<file path="src/ccsos_pkg.sv">
// constants and types for the cpu clock select and oscillator stabilization block
// What this block does
// - internal clock selected: peripherals get divided internal clock
// - watchdog, monitor, timer tick stay usable internally
// - status bits set shortest first and stay set
// - counter stops at selected time; status limited
package ccsos_pkg;

  localparam int ADDR_W = 8;
  localparam int DATA_W = 8;

  // register byte addresses
  localparam logic [ADDR_W-1:0] MODE_OFS = 8'h00;
  localparam logic [ADDR_W-1:0] MAIN_OSC_OFS = 8'h04;
  localparam logic [ADDR_W-1:0] INT_OSC_OFS = 8'h08;
  localparam logic [ADDR_W-1:0] STAB_STAT_OFS = 8'h0c;
  localparam logic [ADDR_W-1:0] STAB_SEL_OFS = 8'h10;

  // field positions
  localparam int MODE_REQ_INT_BIT = 0;
  localparam int MODE_SRC_XTAL_BIT = 1;
  localparam int MAIN_STOP_BIT = 7;
  localparam int INT_STOP_BIT = 0;

  // stabilization counter shape
  localparam int STAB_N = 5;
  localparam int SEL_W = 3;
  localparam int CNT_W = 17;
  localparam int STAB_UNIT_DEF = 2048;
  localparam logic [5:0] STAB_MULT [STAB_N] = '{6'h01, 6'h04, 6'h08, 6'h10, 6'h20};

  // values after reset
  localparam logic [SEL_W-1:0] SEL_RST = 3'h5;
  localparam logic MODE_REQ_INT_RST = 1'b1;
  localparam logic MAIN_STOP_RST = 1'b0;
  localparam logic INT_STOP_RST = 1'b0;

  // divider counts in internal oscillator edges
  localparam int H1_DIV = 128;
  localparam int PERIPH_DIV_DEF = 2;
  localparam int DIV_W = 8;

  typedef enum logic [1:0] {
    CS_INT = 2'b00,
    CS_TO_XTAL = 2'b01,
    CS_XTAL = 2'b11,
    CS_TO_INT = 2'b10
  } ccsos_state_e;

  // elapsed cycles for status bit idx
  function automatic logic [CNT_W-1:0] stab_thr(input int idx, input int unit);
    stab_thr = CNT_W'(unit * int'(STAB_MULT[idx]));
  endfunction : stab_thr

  // number of status bits enabled by a select code; illegal codes give the longest
  function automatic int sel_count(input logic [SEL_W-1:0] sel);
    if (sel >= 3'h1 && sel <= 3'h5)
      sel_count = int'(sel);
    else
      sel_count = STAB_N;
  endfunction : sel_count

endpackage : ccsos_pkg

</file>
<file path="src/ccsos_stab_if.sv">
// link between the clock select core and the stabilization counter
`timescale 1ns/1ps
`default_nettype none
interface ccsos_stab_if;
  import ccsos_pkg::*;
  logic ce;
  logic restart;
  logic run;
  logic [SEL_W-1:0] sel;
  logic [STAB_N-1:0] status;
  logic done;
  modport ctrl (output ce, output restart, output run, output sel, input status, input done);
  modport cnt (input ce, input restart, input run, input sel, output status, output done);
endinterface : ccsos_stab_if
`default_nettype wire

</file>
<file path="src/ccsos_stab_counter.sv">
// oscillation stabilization counter with sticky elapsed-time status
`timescale 1ns/1ps
`default_nettype none
module ccsos_stab_counter #(
  parameter int STAB_UNIT = ccsos_pkg::STAB_UNIT_DEF
) (
  // clock and reset
  input wire logic clk_in,
  input wire logic rst_n_in,
  // control and status
  ccsos_stab_if.cnt stab
);
  import ccsos_pkg::*;

  logic [CNT_W-1:0] cnt_r;
  logic [CNT_W-1:0] cnt_nxt;
  logic [STAB_N-1:0] status_r;
  logic [STAB_N-1:0] hit;
  logic [CNT_W-1:0] limit;
  logic done_r;

  assign limit = stab_thr(sel_count(stab.sel) - 1, STAB_UNIT);
  assign cnt_nxt = (stab.run && cnt_r < limit) ? cnt_r + CNT_W'(1) : cnt_r;

  always_comb
  begin
    for (int i = 0; i < STAB_N; i++)
      hit[i] = (cnt_r >= stab_thr(i, STAB_UNIT)) && (i < sel_count(stab.sel));
  end

  always_ff @(posedge clk_in)
  begin
    if (!rst_n_in)
    begin
      cnt_r <= '0;
      status_r <= '0;
      done_r <= 1'b0;
    end
    else if (stab.ce)
    begin
      if (stab.restart)
      begin
        cnt_r <= '0;
        status_r <= '0;
        done_r <= 1'b0;
      end
      else
      begin
        cnt_r <= cnt_nxt;
        status_r <= status_r | hit;
        done_r <= (cnt_r >= limit);
      end
    end
  end

  assign stab.status = status_r;
  assign stab.done = done_r;

endmodule : ccsos_stab_counter
`default_nettype wire

</file>
<file path="src/ccsos_top.sv">
// cpu clock source select, oscillator stop control and peripheral clock ticks
//
// Our own choices: the placing of the registers and strobed register access.
`timescale 1ns/1ps
`default_nettype none
module ccsos_top #(
  parameter int STAB_UNIT = ccsos_pkg::STAB_UNIT_DEF,
  parameter int PERIPH_DIV = ccsos_pkg::PERIPH_DIV_DEF
) (
  // clock, reset, enable
  input wire logic clk_in,
  input wire logic rst_n_in,
  input wire logic ce_in,
  // register port
  input wire logic [ccsos_pkg::ADDR_W-1:0] addr_in,
  input wire logic [ccsos_pkg::DATA_W-1:0] wr_data_in,
  input wire logic wr_in,
  input wire logic rd_in,
  output logic [ccsos_pkg::DATA_W-1:0] rd_data_out,
  // cpu standby state
  input wire logic stop_mode_in,
  // internal oscillator output, asynchronous
  input wire logic int_osc_pin_in,
  // oscillator controls
  output logic main_osc_stop_out,
  output logic int_osc_stop_out,
  // clock routing
  output logic cpu_clk_xtal_sel_out,
  output logic periph_src_int_out,
  output logic periph_tick_out,
  output logic int_tick_out,
  output logic h1_tick_out,
  output logic timer_zero_zero_ext_en_out
);
  import ccsos_pkg::*;

  ccsos_stab_if stab ();

  // registers
  logic mode_req_int_r;
  logic main_stop_r;
  logic int_stop_r;
  logic [SEL_W-1:0] stab_sel_r;
  logic [DATA_W-1:0] rd_data_r;

  // clock select state
  ccsos_state_e state_r;
  ccsos_state_e state_nxt;
  logic cpu_xtal_r;
  logic periph_int_r;
  logic timer_zero_zero_en_r;

  // internal oscillator sampling and dividers
  logic rosc_meta_r;
  logic rosc_sync_r;
  logic rosc_prev_r;
  logic rosc_edge;
  logic [DIV_W-1:0] h1_cnt_r;
  logic [DIV_W-1:0] per_cnt_r;
  logic h1_wrap;
  logic per_wrap;
  logic h1_tick_r;
  logic per_tick_r;
  logic int_tick_r;

  // address decode
  logic sel_mode;
  logic sel_main;
  logic sel_int;
  logic sel_stat;
  logic sel_ssel;
  logic wr_mode;
  logic wr_main;
  logic wr_int;
  logic wr_ssel;
  logic main_stop_ok;
  logic int_stop_ok;
  logic [DATA_W-1:0] rd_mux;

  assign sel_mode = (addr_in == MODE_OFS);
  assign sel_main = (addr_in == MAIN_OSC_OFS);
  assign sel_int = (addr_in == INT_OSC_OFS);
  assign sel_stat = (addr_in == STAB_STAT_OFS);
  assign sel_ssel = (addr_in == STAB_SEL_OFS);

  assign wr_mode = wr_in && sel_mode;
  assign wr_main = wr_in && sel_main;
  assign wr_int = wr_in && sel_int;
  assign wr_ssel = wr_in && sel_ssel;

  // an oscillator feeding the cpu can never be stopped; such writes keep the old value
  // judged on the next state so a write landing on a hand-over edge is refused too
  assign main_stop_ok = !wr_data_in[MAIN_STOP_BIT] || (state_nxt == CS_INT);
  assign int_stop_ok = !wr_data_in[INT_STOP_BIT] || (state_nxt == CS_XTAL);

  // read data selection
  always_comb
  begin
    rd_mux = '0;
    if (sel_mode)
    begin
      rd_mux[MODE_REQ_INT_BIT] = mode_req_int_r;
      rd_mux[MODE_SRC_XTAL_BIT] = cpu_xtal_r;
    end
    else if (sel_main)
      rd_mux[MAIN_STOP_BIT] = main_stop_r;
    else if (sel_int)
      rd_mux[INT_STOP_BIT] = int_stop_r;
    else if (sel_stat)
      rd_mux[STAB_N-1:0] = stab.status;
    else if (sel_ssel)
      rd_mux[SEL_W-1:0] = stab_sel_r;
  end

  // register writes and read data
  always_ff @(posedge clk_in)
  begin
    if (!rst_n_in)
    begin
      mode_req_int_r <= MODE_REQ_INT_RST;
      main_stop_r <= MAIN_STOP_RST;
      int_stop_r <= INT_STOP_RST;
      stab_sel_r <= SEL_RST;
      rd_data_r <= '0;
    end
    else if (ce_in)
    begin
      if (wr_mode)
        mode_req_int_r <= wr_data_in[MODE_REQ_INT_BIT];
      if (wr_main && main_stop_ok)
        main_stop_r <= wr_data_in[MAIN_STOP_BIT];
      if (wr_int && int_stop_ok)
        int_stop_r <= wr_data_in[INT_STOP_BIT];
      if (wr_ssel)
        stab_sel_r <= wr_data_in[SEL_W-1:0];
      rd_data_r <= rd_in ? rd_mux : '0;
    end
  end

  // stabilization counter: restarts in standby or while the crystal is stopped
  assign stab.ce = ce_in;
  assign stab.restart = stop_mode_in || main_stop_r;
  assign stab.run = !stop_mode_in && !main_stop_r;
  assign stab.sel = stab_sel_r;

  ccsos_stab_counter #(
    .STAB_UNIT(STAB_UNIT)
  ) u_stab (
    .clk_in(clk_in),
    .rst_n_in(rst_n_in),
    .stab(stab)
  );

  // source switching; one hand-over cycle each way keeps the two sources apart
  always_comb
  begin
    state_nxt = state_r;
    unique case (state_r)
      CS_INT:
        if (!mode_req_int_r && !main_stop_r && stab.done)
          state_nxt = CS_TO_XTAL;
      CS_TO_XTAL:
        state_nxt = CS_XTAL;
      CS_XTAL:
        if (mode_req_int_r && !int_stop_r)
          state_nxt = CS_TO_INT;
      CS_TO_INT:
        state_nxt = CS_INT;
    endcase
  end

  always_ff @(posedge clk_in)
  begin
    if (!rst_n_in)
    begin
      state_r <= CS_INT;
      cpu_xtal_r <= 1'b0;
      periph_int_r <= 1'b1;
      timer_zero_zero_en_r <= 1'b0;
    end
    else if (ce_in)
    begin
      state_r <= state_nxt;
      cpu_xtal_r <= (state_nxt == CS_XTAL) || (state_nxt == CS_TO_INT);
      periph_int_r <= (state_nxt == CS_INT) || (state_nxt == CS_TO_XTAL);
      timer_zero_zero_en_r <= (state_nxt == CS_XTAL) || (state_nxt == CS_TO_INT);
    end
  end

  // internal oscillator pin: two flops, then edge detect on the synced copy
  assign rosc_edge = rosc_sync_r && !rosc_prev_r && !int_stop_r;
  assign h1_wrap = (h1_cnt_r == DIV_W'(H1_DIV - 1));
  assign per_wrap = (per_cnt_r == DIV_W'(PERIPH_DIV - 1));

  always_ff @(posedge clk_in)
  begin
    if (!rst_n_in)
    begin
      rosc_meta_r <= 1'b0;
      rosc_sync_r <= 1'b0;
      rosc_prev_r <= 1'b0;
    end
    else if (ce_in)
    begin
      rosc_meta_r <= int_osc_pin_in;
      rosc_sync_r <= rosc_meta_r;
      rosc_prev_r <= rosc_sync_r;
    end
  end

  // dividers and ticks
  always_ff @(posedge clk_in)
  begin
    if (!rst_n_in)
    begin
      h1_cnt_r <= '0;
      per_cnt_r <= '0;
      h1_tick_r <= 1'b0;
      per_tick_r <= 1'b0;
      int_tick_r <= 1'b0;
    end
    else if (ce_in)
    begin
      int_tick_r <= rosc_edge;
      h1_tick_r <= rosc_edge && h1_wrap;
      if (rosc_edge)
      begin
        h1_cnt_r <= h1_wrap ? '0 : h1_cnt_r + DIV_W'(1);
        per_cnt_r <= per_wrap ? '0 : per_cnt_r + DIV_W'(1);
      end
      // on crystal the peripherals run on every system clock
      if (periph_int_r)
        per_tick_r <= rosc_edge && per_wrap;
      else
        per_tick_r <= 1'b1;
    end
  end

  // outputs
  assign rd_data_out = rd_data_r;
  assign main_osc_stop_out = main_stop_r;
  assign int_osc_stop_out = int_stop_r;
  assign cpu_clk_xtal_sel_out = cpu_xtal_r;
  assign periph_src_int_out = periph_int_r;
  assign periph_tick_out = per_tick_r;
  assign int_tick_out = int_tick_r;
  assign h1_tick_out = h1_tick_r;
  assign timer_zero_zero_ext_en_out = timer_zero_zero_en_r;

endmodule : ccsos_top
`default_nettype wire

</file>
<file path="config.mk">
export PLATFORM = sky130hd
export DESIGN_NAME = ccsos_top
export DESIGN_NICKNAME = d
export VERILOG_FILES = /design/src/ccsos_pkg.sv /design/src/ccsos_stab_if.sv /design/src/ccsos_stab_counter.sv /design/src/ccsos_top.sv
export SDC_FILE = /design/constraint.sdc
export NUM_CORES = 1
export LEC_CHECK = 0
export BUFFER_PORTS_ARGS = -buffer_cell sky130_fd_sc_hd__buf_2
export CORE_ASPECT_RATIO = 0.7
export CORE_MARGIN = 10
export CORE_UTILIZATION = 57
export CTS_BUF_LIST = sky130_fd_sc_hd__clkbuf_8
export DETAILED_ROUTE_END_ITERATION = 12
export PLACE_DENSITY_LB_ADDON = 0.1
export SYNTH_ARGS = -nofsm -noshare
export SYNTH_HDL_FRONTEND = slang
export SYNTH_SLANG_ARGS = --single-unit
</file>
<file path="constraint.sdc">
create_clock -name clk_in -period 2.48 [get_ports clk_in]
set_input_delay 0.248 -clock clk_in [delete_from_list [all_inputs] [get_ports clk_in]]
set_output_delay 0.248 -clock clk_in [all_outputs]
set_load 0.02 [all_outputs]
</file>
# Word level (Yosys, flattened, before mapping)
# Memories as Yosys holds them, arrays and structs flattened.
# Index checks and enable logic that the tools add are counted.
# word_totals
register_bits,63
rom_bits,48
inputBits,23
out_inout_bits,16
elab_cells,120
mem_count,1
# op_classes
addsub,4
magnitude_cmp,15
eq_ne,12
n_mux,24
bitwise_logic,2
reduce_logical,43
# mem_list
memory,depth,word_bits,read_ports,rd_ports_with_merged_regs,write_ports,line,text
(no name shown),8,6,1,0,0,ccsos_pkg.sv:52,stab_thr = CNT_W'(unit * int'(STAB_MULT[idx]));
# ops
cell,count
$mux W17,2
$ge A32 B4 Y1 const B,1
$not A32 Y32,1
$mux W8,3
$logic_and A1 B1 Y1,21
$add A17 B1 Y17 const B,1
$ge A17 B12 Y1 const B,1
$ge A17 B14 Y1 const B,1
$ge A17 B15 Y1 const B,1
$ge A17 B16 Y1 const B,1
$ge A17 B17 Y1,1
$ge A17 B17 Y1 const B,1
$lt A17 B17 Y1,1
$add A8 B1 Y8 const B,2
$eq A8 B4 Y1 const B,2
$mux W3,4
$mux W6,2
$reduce_and A2 Y1,6
$mux W5,2
$eq A2 B2 Y1 const B,4
$eq A8 B1 Y1 const B,1
$eq A8 B3 Y1 const B,1
$eq A8 B5 Y1 const B,1
$eq A8 B7 Y1 const B,1
17 further kinds,38

# Logic depth before layout (Yosys ltp)
# logic_depth
ltp_word,12
mapped_depth,9
depth_no_buf,9

# By module
# From an unflattened synthesis, not the netlist that was laid out.
# unflattened
hier_cells,338
area_unflattened_um2,3002.9
# by_module_without_submodules
module,n_inst,cells_each,area_each_um2,seq_area_each_um2
ccsos_top,1,182,1679.1,760.7
ccsos_stab_counter,1,156,1323.8,460.4

# Least setup slack after synthesis
# OpenSTA, ideal clock, no wires.
# synth_path
path_kind,register to register
startpoint,"reg stab_sel_r[2], in the netlist stab.sel[2]"
endpoint,reg u_stab.cnt_r[8]
t_arrival_ps,2135
setup_slack_ps,229
path_stages_with_launch,10
n_path_buf,1
path_cell_list,dfxtp_1 -> clkbuf_1 -> or3b_2 -> ha_1 -> nand2_1 -> o21ai_1 -> a31o_2 -> a21oi_1 -> a31oi_1 -> a41o_1
# synth_via
elab_chain_len,12
word_cells_on_any_way,13
cone_classes,1 x add/sub; 3 x order compare; 3 x mux; 1 x bitwise; 4 x reduce/logical; 1 x memory
# synth_rtl
element,line,text
from (decl),ccsos_top.sv:43,logic [SEL_W-1:0] stab_sel_r;
from (signal assigned),ccsos_top.sv:135,stab_sel_r <= wr_data_in[SEL_W-1:0];
$ge A3 B1 Y1 / $le A3 B3 Y1 (equally long branches),ccsos_pkg.sv:57,if (sel >= 3'h1 && sel <= 3'h5)
$logic_and A1 B1 Y1,ccsos_pkg.sv:57,
$mux W3 (*),ccsos_pkg.sv:57,
$sub A3 B1 Y4 (*),ccsos_stab_counter.sv:22,"assign limit = stab_thr(sel_count(stab.sel) - 1, STAB_UNIT);"
$not A32 Y32 (not written as such) (*),ccsos_pkg.sv:52,
$mem_v2 Z8 W6 (*),-,
$mux W6 (not written as such) (*) (2 in series),ccsos_pkg.sv:52,
$lt A17 B17 Y1 (*),ccsos_stab_counter.sv:23,assign cnt_nxt = (stab.run && cnt_r < limit) ? cnt_r + CNT_W'(1) : cnt_r;
$logic_and A1 B1 Y1 (*),ccsos_stab_counter.sv:23,
$reduce_bool A2 Y1 (no source line) (*),-,
$reduce_and A2 Y1 (no source line) (*),-,
to (signal assigned),ccsos_stab_counter.sv:49,cnt_r <= cnt_nxt;
to (decl),ccsos_stab_counter.sv:15,logic [CNT_W-1:0] cnt_r;
# Mark *: on every way between the ends. The rest lies on a longest branch, timed or not. The select of a mux whose other input is x is not followed.
# A chain may end at the register's enable or synchronous reset.

# Worst setup path after layout
# layout_path
startpoint,"reg stab_sel_r[1], in the netlist stab.sel[1]"
endpoint,reg u_stab.cnt_r[16]
# Same word-level chain as after synthesis.

==> summary.md <==
| Metric | Value |
|---|---|
| Status | finished, final reports clean |
| Asr flop ratio synth | 0% |
| Crit end category | register |
| Crit-path max FO | 6 |
| Mapped Cells | 333 |
| #FFs+latches synth | 60 |
| Final instance area | 3290 µm² |
| Post-Route Skew | 7.35 ps |
| CP cell instances | or3b_2 -> ha_1 -> nand2_1 -> o21ai_2 -> a211oi_1 -> nand3_1 -> xor2_1 -> nor2_1 |
| Largest net degree at the start of global routing | 18 |
| Avg WL per Cell | 15.4 µm |
| CP startpoint kind | register |
| CTS Root Cell | clkbuf_8 |
| Global-route usage over all layers | 17.0% |
| Reg-to-reg endpoint | u_stab.cnt_r[16] |
| Clock tree buffer depth | 2 |
| Number of remaining DRC errors | 0 |
| Core Footprint | 4810 µm² |
| Simple-gate share of the synthesized area | 26.1% |
| Initial Utilization | 59.1% |
| Top delay family on crit path | simple AND/OR/NAND/NOR gates |
| Diode count | 0 |
| Worst r2r path cells | 8 |
| Initial DRT Pass Iterations | 5 |
| Min Tclk post-route | 2340 ps |
| Final Instance Count excl. Fillers | 444 |
| Post-DP HPWL | 4940 µm |
| Cell row count | 21 |
| Worst EP required | 2720 ps |
| Hold_buf cts | 0 |
| Die Span X | 104 µm |
| IO buf count | 32 |
| Synth warnings | 0 |
| CTS tree | built |
| Leakage power of the design | 0.00133 µW |
| Critical Path AT | 2580 ps |
| Power Density | 590 nW/µm² |
| Max stage delay cell, worst path | or3b_2 |
| Worst Hold End | stab.sel[2] |
| CP Class | register to register |
| Setup violators final | 0 |
| Cell variety after synth | 49 |
| Vias in the first global route | 2316 |
| Final Hold Slack | 117 ps |
| Hold path depth | 3 |
| CTS sink count | 60 |
| Vias after detailed routing | 2525 |
| Number of flops mapped to enable cells by yosys | 0 |
| Main combinational cell family by area after synthesis | simple AND/OR/NAND/NOR gates |
| Initial antenna violation count | 0 |
| First-pass GRT wire length | 11400 µm |
| Number of cells after detailed placement | 430 |
| Share of layout cells above drive strength 1 | 18.4% |
| Hold WC Path Type | input port to register |
| Final Util | 68.4% |
| ANT nets after route | 0 |
| Filler cell count | 405 |
| Max Transition Viols Final | 0 |
| Chip height | 79.1 µm |
| NumNets Final | 405 |
| Num CTS Buffers | 9 |
| Synth Cell Area | 2840 µm² |
| Worst-path clk slew | 60 ps |
| Max stage delay on crit path | 490 ps |
| Multi-input gate area | 1560 µm² |
| Proportion of synthesized area in mux cells | 2.51% |
| Tcrit/Tclk final | 94.2% |
| Slew at the pin closest to its max-slew limit | 728 ps |
| Post-DP Area | 3090 µm² |
| Post-Synth XOR/XNOR Area | 8.33% |
| Skew-Pair Late Insertion Delay | 350 ps |
| R2r setup slk | 140 ps |
| Register area share after synthesis | 42.3% |
| Vias per inst | 5.69 |
| Max-cap violations | 0 |
| Max VDD drop | 0.000324 V |
| Slew HR | 51.0% |
| IO Count | 39 |
| Syn Area/Cell | 8.53 µm² |
| Worst R2R Start | stab.sel[1] |
| CTS HTree Levels | 3 |
| DIE AREA | 8250 µm² |
| Total chip power | 1940 µW |
| Crit path buf inv count | 0 |
| Max frequency | 0.428 GHz |
| WL final | 6830 µm |
| Area Overhead vs Synth | 15.9% |
| Fin. Hold Viols | 0 |
| Remaining Overflow, GRT | 0 |
| Synth Flop Type | dfxtp_1 |
| Register area | 1200 µm² |
| Synth Area in Compound Gates | 12.6% |
| Initial DRC Count | 139 |
| Worst Hold Launch | wr_data_in[2] |
| Routability cong. | 0.834 |
| Adder-cell share of the synthesized area | 4.41% |
| RSZ-0062 raised after global routing | yes |
-- layout by cell type (no fill, tap or decap), types with 2 or more instances in the layout --
cell type and count:
o2bb2ai_1 3, buf_4 8, o21ai_0 10, dfxtp_1 60, buf_2 32, nand3_1 15
a21oi_1 15, nand2_1 31, a22oi_1 2, or3_1 4, a211oi_1 4, and2_1 4
xor2_1 19, xnor2_1 8, ha_1 10, nor3_1 4, nor3b_1 2, conb_1 2
a32oi_1 3, a31oi_1 8, nor3_2 3, clkbuf_8 11, nor4_1 2, and3_1 3
inv_1 10, and4_1 2, mux2i_1 6, nor2_1 56, nand4_1 12, nor4b_1 3
-- cells in the mapped netlist (2+ instances only) --
| cell | n | share of area, % |
|---|---|---|
| nand3_1 | 15 | 2.6 |
| o2bb2ai_1 | 3 | 0.93 |
| a32oi_1 | 3 | 0.93 |
| dfxtp_1 | 60 | 42 |
| nand4_1 | 12 | 2.6 |
| nor3_2 | 3 | 1.1 |
| and4_1 | 2 | 0.62 |
| buf_2 | 3 | 0.53 |
| nor4b_1 | 3 | 0.93 |
| a22oi_1 | 2 | 0.53 |
| nor3b_1 | 2 | 0.53 |
| and3_1 | 3 | 0.66 |
| mux2i_1 | 6 | 2.1 |
| nand2_1 | 31 | 4.1 |
| clkbuf_1 | 7 | 0.93 |
| a211oi_1 | 4 | 1.1 |
| xnor2_1 | 8 | 2.5 |
| or3_1 | 4 | 0.88 |
| inv_1 | 9 | 1.2 |
| xor2_1 | 19 | 5.9 |
| nor4_1 | 2 | 0.44 |
| ha_1 | 10 | 4.4 |
| nor2_1 | 56 | 7.4 |
| buf_4 | 3 | 0.79 |
| o21ai_0 | 10 | 1.8 |
| a21oi_1 | 16 | 2.8 |
| a31oi_1 | 9 | 2.0 |
| and2_1 | 4 | 0.88 |
| nor3_1 | 4 | 0.70 |
-- flip-flops by register name, summed over array words and instances, names as in the netlist --
register	flops
u_stab.cnt_r	17
h1_cnt_r	8
per_cnt_r	8
rd_data_out	6
u_stab.stab.status	5
stab.sel	3
state_r	2
h1_tick_out	1
int_osc_stop_out	1
int_tick_out	1
main_osc_stop_out	1
mode_req_int_r	1
periph_src_int_out	1
periph_tick_out	1
rosc_meta_r	1
rosc_prev_r	1
rosc_sync_r	1
u_stab.stab.done	1
-- cells by family after synthesis --
family,count (synthesis)
DFF,60
other,1
adders and majority gates,10
xor gates and xnor gates,27
muxes,7
and+or+nand+nor,150
buffers and inverters,23
AOI/OAI and AO/OA,55
-- what timing repair did --
item	4_1_cts	5_1_grt
resized for setup	0	3
hold endpoints to repair	0	0
setup buffers	0	0
endpoints found under the setup margin	0	8
-- worst max path at each step --
stage	from	end	slack [ps]	cells past startpoint
final	stab.sel[1]	u_stab.cnt_r[16]	140	8
after global placement	stab.sel[1]	u_stab.cnt_r[8]	140	8
after CTS	stab.sel[1]	u_stab.cnt_r[3]	60	8
after detailed placement	stab.sel[1]	u_stab.cnt_r[3]	110	8
after floorplan	stab.sel[2]	u_stab.cnt_r[8]	230	9
after global routing	stab.sel[1]	u_stab.cnt_r[3]	-20	8
-- worst register-to-register path: stages (launching register included) --
cell      delay, ps
dfxtp_1         400
or3b_2          490
ha_1            290
nand2_1         100
o21ai_2         100
a211oi_1        460
nand3_1         170
xor2_1          170
nor2_1           50
-- power by group --
group,leakage [µW],switching (µW),internal (µW)
Sequential,0.000484,4.90,970
Combinational,0.000745,66.9,33.7
Clock,0.000102,364,502
-- routing by layer --
| metal | global-route usage, % | wire [µm] | up-vias |
|---|---|---|---|
| met1 | 23.9 | 3550 | 1169 |
| met5 | 0 | 0 | - |
| met3 | 7.10 | 554 | 15 |
| met2 | 22.2 | 2640 | 99 |
| li1 | - | - | 1242 |
| met4 | 5.96 | 82 | 0 |
-- stage by stage --
step / setup WS (ps) / TNS, ps
6_report: 144 / 0
5_1_grt: -19.6 / -19.6
2_1_floorplan: 229 / 0
4_1_cts: 63.7 / 0
3_5_place_dp: 113 / 0
3_3_place_gp: 143 / 0
-- final cells by class --
type                    count  area share (%)
multi-input cells         251            47.3
flip-flops and latches     60            36.5
repair buffers             40            6.69
clock buffers              11            4.60
well taps                  69            2.62
clock inverters             3            1.18
inverters                  10            1.14
(Power assumes the default switching activity.)
